<file path="config.mk">
export PLATFORM = sky130hd
export DESIGN_NAME = erw_ready_ctrl
export DESIGN_NICKNAME = d
export VERILOG_FILES = /design/src/erw_pkg.sv /design/src/erw_ready_ctrl.sv /design/src/erw_sync.sv
export VERILOG_INCLUDE_DIRS = /design/src /design/src/src
export SDC_FILE = /design/constraint.sdc
export NUM_CORES = 1
export LEC_CHECK = 0
export BUFFER_PORTS_ARGS = -buffer_cell sky130_fd_sc_hd__buf_4
export CAP_MARGIN = 20
export CORE_UTILIZATION = 49
export CTS_BUF_LIST = sky130_fd_sc_hd__clkbuf_4 sky130_fd_sc_hd__clkbuf_8
export DETAILED_ROUTE_END_ITERATION = 8
export PLACE_DENSITY = 0.8
export SYNTH_ARGS = -nofsm -noshare
export SYNTH_HDL_FRONTEND = slang
export SYNTH_SLANG_ARGS = --single-unit
</file>
<file path="constraint.sdc">
create_clock -name clk_sys -period 2.2 [get_ports clk_sys]
set_input_delay 0.33 -clock clk_sys [delete_from_list [all_inputs] [get_ports clk_sys]]
set_output_delay 0.33 -clock clk_sys [all_outputs]
set_load 0.05 [all_outputs]
</file>
<file path="src/erw_consts.svh">
// register offsets, field positions, reset values and timing counts of the ready wait control
`ifndef ERW_CONSTS_SVH
`define ERW_CONSTS_SVH

`define ERW_OFS_CFG 12'h000
`define ERW_OFS_STAT 12'h004
`define ERW_OFS_RDATA 12'h008

`define ERW_CFG_POL_BIT 0
`define ERW_CFG_ASYNC_BIT 1
`define ERW_CFG_RDYEN_BIT 2
`define ERW_CFG_MWAIT_LSB 4
`define ERW_CFG_MWAIT_MSB 7

`define ERW_STAT_BUSY_BIT 0
`define ERW_STAT_WCNT_LSB 8
`define ERW_STAT_WCNT_MSB 15
`define ERW_STAT_CCNT_LSB 16
`define ERW_STAT_CCNT_MSB 31

`define ERW_CFG_RESET 32'h0000_0011

// bus reference clock is clk_sys divided by this many cycles
`define ERW_REF_DIV 2

`endif

</file>
<file path="src/erw_pkg.sv">
// types shared by the ready wait control design
package erw_pkg;

  typedef enum logic [4:0] {
    ERW_IDLE = 5'b00001,
    ERW_ADDR = 5'b00010,
    ERW_CMD = 5'b00100,
    ERW_DONE = 5'b01000,
    ERW_ACK = 5'b10000
  } erw_state_t;

  // per-cycle ready configuration
  typedef struct packed {
    logic pol_high;
    logic async_mode;
    logic ready_en;
    logic [3:0] mand_waits;
  } erw_cfg_t;

endpackage

</file>
<file path="src/erw_ready_ctrl.sv">
// external bus cycle engine with ready-controlled wait states and apb configuration
//
// Design decisions made here: the APB slave port and the address map.
`include "erw_consts.svh"
module erw_ready_ctrl
  import erw_pkg::*;
#(
  parameter int AW = 24,
  parameter int DW = 16
)
(
  input wire logic clk_sys,
  input wire logic reset_n,
  input wire logic psel,
  input wire logic penable,
  input wire logic pwrite,
  input wire logic [11:0] paddr,
  input wire logic [31:0] pwdata,
  output logic pready,
  output logic [31:0] prdata,
  output logic pslverr,
  input wire logic req_valid,
  input wire logic req_write,
  input wire logic [AW-1:0] req_addr,
  input wire logic [DW-1:0] req_wdata,
  output logic req_ack,
  output logic [DW-1:0] req_rdata,
  output logic bus_reference_clock,
  output logic [AW-1:0] ext_addr,
  output logic ext_rd_n,
  output logic ext_wr_n,
  output logic [DW-1:0] ext_data_out,
  output logic ext_data_oe,
  input wire logic [DW-1:0] ext_data_in,
  input wire logic ext_ready
);

  typedef struct packed {
    erw_state_t state;
    logic refclk;
    erw_cfg_t cfg;
    erw_cfg_t cyc_cfg;
    logic [3:0] mcnt;
    logic first_wait;
    logic [7:0] wcnt;
    logic [7:0] last_wcnt;
    logic [15:0] ccnt;
    logic rdy_async;
    logic cyc_write;
    logic [AW-1:0] addr;
    logic rd_n;
    logic wr_n;
    logic [DW-1:0] dout;
    logic doe;
    logic [DW-1:0] rdata;
    logic ack;
    logic pready;
    logic [31:0] prdata;
    logic pslverr;
  } erw_st_t;

  erw_st_t st_reg;
  erw_st_t st_next;
  logic rdy_pin;
  logic tick;
  logic rdy_level;
  logic rdy_active;
  logic apb_acc;
  logic [31:0] cfg_word;
  localparam logic [31:0] CFG_RST = `ERW_CFG_RESET; // reset word of the config register

  // pin synchroniser for ready
  erw_sync u_sync (
    .clk_sys(clk_sys),
    .reset_n(reset_n),
    .din(ext_ready),
    .dout(rdy_pin)
  );

  // phase boundary: edge where the reference clock falls
  assign tick = st_reg.refclk;

  // sample point per mode, polarity applied from the held cycle config
  always_comb
  begin
    rdy_level = st_reg.cyc_cfg.async_mode ? st_reg.rdy_async : rdy_pin;
    rdy_active = (rdy_level == st_reg.cyc_cfg.pol_high);
    apb_acc = psel && penable && !st_reg.pready;
    cfg_word = '0;
    cfg_word[`ERW_CFG_POL_BIT] = st_reg.cfg.pol_high;
    cfg_word[`ERW_CFG_ASYNC_BIT] = st_reg.cfg.async_mode;
    cfg_word[`ERW_CFG_RDYEN_BIT] = st_reg.cfg.ready_en;
    cfg_word[`ERW_CFG_MWAIT_MSB:`ERW_CFG_MWAIT_LSB] = st_reg.cfg.mand_waits;
  end

  // next-state logic for bus cycle and apb slave
  always_comb
  begin
    st_next = st_reg;
    st_next.refclk = ~st_reg.refclk;
    st_next.rdy_async = rdy_pin;
    st_next.ack = 1'b0;
    st_next.pready = 1'b0;
    st_next.pslverr = 1'b0;

    unique case (st_reg.state)
      ERW_IDLE:
      begin
        if (req_valid && tick)
        begin
          st_next.cyc_cfg = st_reg.cfg;
          st_next.cyc_write = req_write;
          st_next.addr = req_addr;
          st_next.dout = req_wdata;
          st_next.doe = req_write;
          st_next.state = ERW_ADDR;
        end
      end
      ERW_ADDR:
      begin
        if (tick)
        begin
          st_next.rd_n = st_reg.cyc_write;
          st_next.wr_n = !st_reg.cyc_write;
          st_next.mcnt = st_reg.cyc_cfg.mand_waits;
          st_next.first_wait = st_reg.cyc_cfg.async_mode;
          st_next.wcnt = '0;
          st_next.state = ERW_CMD;
        end
      end
      ERW_CMD:
      begin
        if (tick)
        begin
          if (st_reg.mcnt != 4'h0)
          begin
            st_next.mcnt = st_reg.mcnt - 4'h1;
          end
          else if (st_reg.cyc_cfg.ready_en && (st_reg.first_wait || !rdy_active))
          begin
            st_next.first_wait = 1'b0;
            st_next.wcnt = st_reg.wcnt + 8'h01;
          end
          else
          begin
            // end of cycle: strobe rises, address moves, read data taken
            st_next.rd_n = 1'b1;
            st_next.wr_n = 1'b1;
            st_next.addr = '0;
            if (!st_reg.cyc_write)
            begin
              st_next.rdata = ext_data_in;
            end
            st_next.last_wcnt = st_reg.wcnt;
            st_next.ccnt = st_reg.ccnt + 16'h0001;
            st_next.state = ERW_DONE;
          end
        end
      end
      ERW_DONE:
      begin
        st_next.doe = 1'b0;
        st_next.ack = 1'b1;
        st_next.state = ERW_ACK;
      end
      ERW_ACK:
      begin
        st_next.state = ERW_IDLE;
      end
      default:
      begin
        st_next.state = ERW_IDLE;
      end
    endcase

    // apb slave: one wait cycle, registered answer
    if (apb_acc)
    begin
      st_next.pready = 1'b1;
      st_next.prdata = '0;
      unique case (paddr)
        `ERW_OFS_CFG:
        begin
          if (!pwrite)
          begin
            st_next.prdata = cfg_word;
          end
        end
        `ERW_OFS_STAT:
        begin
          st_next.prdata[`ERW_STAT_BUSY_BIT] = (st_reg.state != ERW_IDLE);
          st_next.prdata[`ERW_STAT_WCNT_MSB:`ERW_STAT_WCNT_LSB] = st_reg.last_wcnt;
          st_next.prdata[`ERW_STAT_CCNT_MSB:`ERW_STAT_CCNT_LSB] = st_reg.ccnt;
          st_next.pslverr = pwrite;
        end
        `ERW_OFS_RDATA:
        begin
          st_next.prdata[DW-1:0] = st_reg.rdata;
          st_next.pslverr = pwrite;
        end
        default:
        begin
          st_next.pslverr = 1'b1; // unmapped
        end
      endcase
    end

    // config write lands on the edge where the master sees pready
    if (psel && penable && pwrite && st_reg.pready && (paddr == `ERW_OFS_CFG))
    begin
      st_next.cfg.pol_high = pwdata[`ERW_CFG_POL_BIT];
      st_next.cfg.async_mode = pwdata[`ERW_CFG_ASYNC_BIT];
      st_next.cfg.ready_en = pwdata[`ERW_CFG_RDYEN_BIT];
      st_next.cfg.mand_waits = pwdata[`ERW_CFG_MWAIT_MSB:`ERW_CFG_MWAIT_LSB];
    end
  end

  // state register
  always_ff @(posedge clk_sys or negedge reset_n)
  begin
    if (!reset_n)
    begin
      st_reg <= '0;
      st_reg.state <= ERW_IDLE;
      st_reg.cfg.pol_high <= CFG_RST[`ERW_CFG_POL_BIT];
      st_reg.cfg.async_mode <= CFG_RST[`ERW_CFG_ASYNC_BIT];
      st_reg.cfg.ready_en <= CFG_RST[`ERW_CFG_RDYEN_BIT];
      st_reg.cfg.mand_waits <= CFG_RST[`ERW_CFG_MWAIT_MSB:`ERW_CFG_MWAIT_LSB];
      st_reg.rd_n <= 1'b1;
      st_reg.wr_n <= 1'b1;
    end
    else
    begin
      st_reg <= st_next;
    end
  end

  // outputs straight from the state register
  assign pready = st_reg.pready;
  assign prdata = st_reg.prdata;
  assign pslverr = st_reg.pslverr;
  assign req_ack = st_reg.ack;
  assign req_rdata = st_reg.rdata;
  assign bus_reference_clock = st_reg.refclk;
  assign ext_addr = st_reg.addr;
  assign ext_rd_n = st_reg.rd_n;
  assign ext_wr_n = st_reg.wr_n;
  assign ext_data_out = st_reg.dout;
  assign ext_data_oe = st_reg.doe;

endmodule

</file>
<file path="src/erw_sync.sv">
// three-stage input synchroniser that reports a level once stages two and three agree
module erw_sync
  import erw_pkg::*;
(
  input wire logic clk_sys,
  input wire logic reset_n,
  input wire logic din,
  output logic dout
);

  typedef struct packed {
    logic s1;
    logic s2;
    logic s3;
    logic q;
  } erw_sync_st_t;

  erw_sync_st_t st_reg;
  erw_sync_st_t st_next;

  // shift chain, output follows when the last two stages agree
  always_comb
  begin
    st_next = st_reg;
    st_next.s1 = din;
    st_next.s2 = st_reg.s1;
    st_next.s3 = st_reg.s2;
    if (st_reg.s2 == st_reg.s3)
    begin
      st_next.q = st_reg.s3;
    end
  end

  always_ff @(posedge clk_sys or negedge reset_n)
  begin
    if (!reset_n)
    begin
      st_reg <= '0;
    end
    else
    begin
      st_reg <= st_next;
    end
  end

  assign dout = st_reg.q;

endmodule

</file>
==> flow_summary.ini, run 1 <==
[sta]
slew_violations = 0
relSlewSlack_pct = 56.1
setup_viol = 0
finClkSkew_ns = 0.0134
worstMarginPinSlew_ns = 0.659
timing.fmax_mhz = 474
fin_crit_sh_pct = 96.0
final_hold_viol_count = 0
fin_crit_ns = 2.11

[synthesis]
synth_adder_area_share_pct = 0.624
synth_edf_count = 0
syn_area_um2 = 7610
synth_warnings = 0
synth_top_family_by_area = buffers and inverters
dominantRegCellSynth = dfrtp_1
synth_xor_area_share_pct = 1.73
synth_seq_cells = 157
syn_area_per_cell_um2 = 11.0
synth_mux_area_share_pct = 9.15
synth_simple_gate_area_share_pct = 11.8
synth_compound_area_share_pct = 12.2
ys_types = 63
async_reset_ff_share_pct = 100
ys_seq_area_share_pct = 51.7
synth_nets = 804
syn_inst = 693

[setup_path]
timing.rr.start = st_reg[129]$_DFFE_PN0P_
critPathKind = reg -> reg
cp_max_fo = 16
critical_path.startpoint = st_reg[129]$_DFFE_PN0P_
end_kind = register
reg2regPathDepth = 7
r2r_end = req_rdata[0]$_DFFE_PN0P_
crit_end = req_rdata[0]$_DFFE_PN0P_
start_kind = register
arrival_ns = 2.45
reg2reg_slack_ns = 0.09
critPathRequiredTime_ns = 2.53

[layout]
n_antenna_cell = 0
largest_register_ffs = 51
fin_area_um2 = 9140
layout.nets = 907
stdcell_count = 997
drive_above_1_share_pct = 40.2
fin_util_pct = 60.1
syn_to_final_growth_pct = 20.0

[clocking]
clock_latency_ns = 0.46
cts.path.max_buffers = 2
path_clk_slew_ns = 0.09
root_buffer = clkbuf_8
cts_tree = yes
cts.sinks = 157
numCtsBuffers = 17
htree_levels = 4

[global_route]
grt_antenna_before_repair = 0
grt_pass1_vias = 5217
grt_pass1_wl_um = 25800
grt_max_degree = 61
grt-ovfl-total = 0
grt_util_all_layers_pct = 20.4

[routing]
route.detailed.wl_per_inst_um = 15.6
drt-initial-drc-count = 273
drc = 0
via_per_inst = 5.25
antenna_left = 0
vias = 5237
drt_first_pass_iters = 4
wl_um = 15600

[pwr]
switching_share_pct = 33.9
finalPower_mw = 8.33
power_frac_clock_pct = 30.8
p_per_area_nw_per_um2 = 912
comb_power_share_pct = 28.4
p_seq_share_pct = 40.8
p_leak_nw = 4.40
p_sw_mw = 2.82
vdd_drop_max_uv = 496
p_int_mw = 5.51

[placement]
gp_congestion = 0.845
dpl_cell_area_um2 = 8590
dpl.cell_count = 960
port_buffers = 177
dp_hpwl_um = 10900

[worst_hold_path]
hold_class = in -> reg

[die]
rows = 45
die_h_um = 127
ios = 203
die_area_um2 = 16000
die_w_um = 127
core-area_um2 = 15200
start_util_pct = 50.1

[job]
drv_cap = 0

[run_status]
status = finished, final reports clean
==> synth_stat cells, drive strengths merged (2+ instances only) <==
cell type	number	area, um2
a2bb2oi	3	26.3
mux2i	5	66.3
a31oi	10	62.6
o31ai	25	188
a32oi	7	61.3
a21o	3	22.5
nand3b	2	15.0
nand4	6	37.5
a21oi	5	25.0
nand3	24	133
o2bb2ai	2	17.5
and3	4	25.0
inv	34	128
xor2	15	131
ha	3	37.5
and2	2	12.5
buf	103	767
o21ai	33	165
dfstp	5	131
a2111oi	11	159
nor3	4	31.3
o2111ai	2	17.5
nor2b	2	12.5
dfrtp	152	3800
nand2b	5	31.3
nor2	10	37.5
o211ai	9	67.6
or3	2	17.5
a211oi	6	57.6
nor4	4	31.3
a211o	2	17.5
mux2	56	631
o21a	2	15.0
and4	6	55.1
clkbuf	20	76.3
nand2	96	360
==> final cells by class <==
| class | instances | area, um2 |
|---|---|---|
| well taps | 188 | 235 |
| clock buffers | 21 | 264 |
| fillers | 1266 | 6060 |
| flip-flops and latches | 157 | 3940 |
| repair buffers | 206 | 1620 |
| multi-input cells | 379 | 2740 |
| inverters | 35 | 131 |
| clock inverters | 11 | 215 |
==> worst max-delay path, stage by stage (launching register included) <==
cell and delay (ns):
dfrtp_1 0.40, inv_1 0.09, ha_1 0.22, nor3b_4 0.28, nand3_4 0.18, a211oi_4 0.28
buf_12 0.19, mux2_2 0.34
==> layout by cell type (no fill, tap or decap), drive strengths merged, types with 4 or more instances in the layout <==
cell,n
a2111oi,11
clkbuf,21
a211oi,6
dfstp,5
inv,35
o31ai,25
nand4,6
a21oi,5
nand3,24
a31oi,10
clkinv,4
nand2,96
and4,6
mux2,56
nor2,10
o211ai,9
nor3,4
mux2i,5
a32oi,7
nand2b,5
xor2,15
o21ai,33
nor4,4
bufinv,6
buf,204
dfrtp,152
and3,4
==> metrics by stage <==
step | setup TNS [ns] | hold WS (ns) | setup slack (ns)
after detailed placement | 0 | 0.342 | 0.107
after CTS | 0 | 0.0509 | 0.0954
after floorplan | 0 | 0.0344 | 0.0377
after global routing | -0.00267 | 0.0582 | -0.00267
final | 0 | 0.0729 | 0.0882
after global placement | 0 | 0.336 | 0.140
==> worst min path at each step <==
stage | from | to | slack (ns) | depth (start not counted)
2_1_floorplan | reset_n | bus_reference_clock$_DFF_PN0_ | 0.03 | 0
3_3_place_gp | u_sync.st_next[2]$_DFF_PN0_ | u_sync.st_next[1]$_DFF_PN0_ | 0.34 | 0
3_5_place_dp | reset_n | u_sync.st_next[2]$_DFF_PN0_ | 0.34 | 1
4_1_cts | req_addr[0] | ext_addr[0]$_DFFE_PN0P_ | 0.05 | 3
5_1_grt | req_addr[16] | ext_addr[16]$_DFFE_PN0P_ | 0.06 | 3
6_report | req_addr[16] | ext_addr[16]$_DFFE_PN0P_ | 0.07 | 3
==> repair_timing <==
action	in CTS	in global routing
setup buffers	0	2
setup endpoints to repair	0	11
hold endpoints to repair	56	0
resized for setup	0	5
hold buffers	2	0
==> power groups by stage <==
stage	clock network [mW]	logic [mW]	registers, mW
finish	2.57	2.36	3.40
global route	2.77	2.49	3.45
CTS	2.62	2.38	3.40
detailed placement	0	2.37	3.46
global placement	0	2.34	3.44
floorplan	0	1.94	3.48
==> per-layer routing <==
metal,up-vias,GRT usage (%),wire length (um)
li1,2540,-,-
met1,2520,27.5,7190
met2,158,32.1,7370
met3,19,5.44,779
met4,0,7.00,246
met5,-,0,0
==> cells by family (layout without fill, tap and decap cells) <==
logic type	Yosys count	in the layout
fa+ha+maj	4	4
xor+xnor	15	15
compound gates	123	124
simple gates	175	175
flops	157	157
buf+inv	158	273
mux	61	61
(Power assumes the default switching activity.)
==> inputs of run 2 (changes only) <==
Settings changed: ABC_AREA from default to 1, CORE_MARGIN from default to 4, CORE_UTILIZATION 49 to 50, CTS_CLUSTER_SIZE from default to 10, PLACE_DENSITY 0.8 to 0.81.
==> flow_summary.ini, run 2 <==
[sta]
timing.fmax_mhz = 512
fin_crit_ns = 1.95
relSlewSlack_pct = 57.3
worstMarginPinSlew_ns = 0.641
finClkSkew_ns = 0.0130
final_hold_viol_count = 0
setup_tns_ns = 0
slew_violations = 0
setup_viol = 0
fin_crit_sh_pct = 88.7
rsz0062_at_grt = no

[clocking]
numCtsBuffers = 17
cts_tree = yes
cts_setup_buffers = 0
root_buffer = clkbuf_8
clock_latency_ns = 0.45
cts.sinks = 157
path_clk_slew_ns = 0.08
cts.path.max_buffers = 2
htree_levels = 4
cts_resized = 0

[die]
die_w_um = 135
die_h_um = 135
ios = 203
start_util_pct = 50.9
rows = 46
die_area_um2 = 18200
core-area_um2 = 15800

[routing]
route.detailed.wl_per_inst_um = 14.5
drt_first_pass_iters = 5
via_per_inst = 5.06
antenna_left = 0
wl_um = 19100
drc = 0
vias = 6657
drt-initial-drc-count = 424

[placement]
gp_congestion = 0.873
dpl.cell_count = 1282
dp_hpwl_um = 13700
port_buffers = 177

[synthesis]
ys_seq_area_share_pct = 48.8
yosys-top-cells-count = 347 x nand2_1, 152 x dfrtp_1, 94 x buf_4, 68 x inv_1
synth_area_leader_cell = dfrtp_1
synth_seq_cells = 157
syn_area_um2 = 8060
synth_edf_count = 0
synth.most_common_cell = nand2_1
ys_types = 31
syn_inst = 990
synthTopCellsByArea = dfrtp_1 47%, nand2_1 16%, buf_4 8.8%, nand3_1 3.7%, inv_1 3.2%
synth_nets = 1101
synth_warnings = 0
syn_area_per_cell_um2 = 8.14
dominantRegCellSynth = dfrtp_1
synth_top_cell_area_share_pct = 47.2
async_reset_ff_share_pct = 100

[layout]
largest_register_ffs = 51
drive_above_1_share_pct = 23.1
most-common-layout-cells = 347 x nand2_1, 198 x buf_4, 152 x dfrtp_1
stdcell_count = 1316
final_common_cell = nand2_1
n_antenna_cell = 0
fillers = 1407
syn_to_final_growth_pct = 16.9
layout.nets = 1198

[setup_path]
arrival_ns = 2.29
critPathKind = reg -> reg
cp_num_buf_inv = 1
path_cells = inv_1 -> ha_1 -> nand2_1 -> nand3_1 -> nand4_1 -> nand3_1 -> nand2_1
crit_slowest_cell = nand4_1
cp_max_fo = 12
end_kind = register
critPathRequiredTime_ns = 2.53
max_stage_delay_ns = 0.49
critPathTopFamily = simple AND/OR/NAND/NOR gates
start_kind = register

[pwr]
p_per_area_nw_per_um2 = 1140
power_frac_clock_pct = 20.0
switching_share_pct = 45.4
p_leak_nw = 4.87
p_sw_mw = 4.89
p_int_mw = 5.89
vdd_drop_max_uv = 841
comb_power_share_pct = 43.5
p_seq_share_pct = 36.5

[global_route]
grt_pass1_wl_um = 30500
grt_antenna_before_repair = 0
grt_pass1_vias = 6289
grt_util_all_layers_pct = 20.8
grt_max_degree = 55
grt-ovfl-total = 0

[run_status]
status = finished, final reports clean

[worst_hold_path]
hold_class = in -> reg

[job]
drv_cap = 0
## run 2: cell types whose count changed after synthesis, sizes merged, moves of 32 or more
cell   delta
nand2   +254
inv      +36
nand4    +32
mux2     -56
nand3    +38
nor2     +56
## run 2: final timing paths
path,from,end,slack (ns),depth (start not counted)
worst max-delay path,st_reg[130]$_DFFE_PN0P_,st_reg[128]$_DFFE_PN0P_,0.25,7
max in group asynchronous,reset_n,st_reg[128]$_DFFE_PN0P_,1.16,3
min in group asynchronous,reset_n,ext_addr[4]$_DFFE_PN0P_,0.40,2
worst min register to register,u_sync.st_next[2]$_DFF_PN0_,u_sync.st_next[1]$_DFF_PN0_,0.35,0
worst min-delay path,req_wdata[2],ext_data_out[2]$_DFFE_PN0P_,0.07,3
worst max register to register,st_reg[130]$_DFFE_PN0P_,st_reg[128]$_DFFE_PN0P_,0.25,7
## run 2: layer usage
metal	GRT usage (%)	share of wire [%]	wire, um	vias to the layer above
met5	0	0	0	-
met4	7.33	2.1	405	0
met3	4.55	6.8	1290	37
met2	34.4	48	9240	240
met1	27.4	43	8120	3092
li1	-	-	-	3288
## run 2: cell families after synthesis
logic type               count (synthesis)  share of synthesized area [%]
AND/OR/NAND/NOR                        553                           30.6
flip-flops                             157                           48.8
AO/OA/AOI/OAI                           71                           5.00
adder cells (fa/ha/maj)                  4                          0.590
buffers and inverters                  197                           14.1
XOR/XNOR                                 8                          0.870
## run 2: final cells by class
class	count	area, um2	area share (%)
repair buffers	203	1560	16.5
inverters	72	270	2.87
clock inverters	12	136	1.45
multi-input cells	636	2990	31.7
flip-flops and latches	157	3940	41.8
well taps	216	270	2.87
clock buffers	20	263	2.79
## run 2: per-stage QoR
stage / power (mW) / area, um2 / utilization, % / hold slack (ns) / setup WS (ns)
after global routing: 11.4 / 9420 / 59.5 / 0.0491 / 0.0244
after global placement: 8.60 / 9000 / 56.9 / 0.328 / 0.312
final: 10.8 / 9420 / 59.5 / 0.0728 / 0.248
after detailed placement: 8.70 / 9000 / 56.9 / 0.331 / 0.292
after CTS: 10.9 / 9420 / 59.5 / 0.0452 / 0.264
after floorplan: 7.91 / 8060 / - / 0.0344 / 0.462
## run 2: power by group through the flow
stage          registers [mW]  clock network (mW)  logic (mW)
6_report                 3.93                2.16        4.69
5_1_grt                  4.01                2.33        5.02
4_1_cts                  3.93                2.21        4.73
3_5_place_dp             3.97                   0        4.72
3_3_place_gp             3.96                   0        4.64
2_1_floorplan            3.95                   0        3.96
## run 2: worst register-to-register path, stage by stage (launching register included)
cell and delay, ns:
dfrtp_1 0.37, inv_1 0.10, ha_1 0.20, nand2_1 0.15
nand3_1 0.20, nand4_1 0.49, nand3_1 0.26, nand2_1 0.07
## run 2: what timing repair did
action | CTS | global route
hold buffers | 2 | 0
setup endpoints to repair | 0 | 0
hold endpoints to repair | 45 | 0
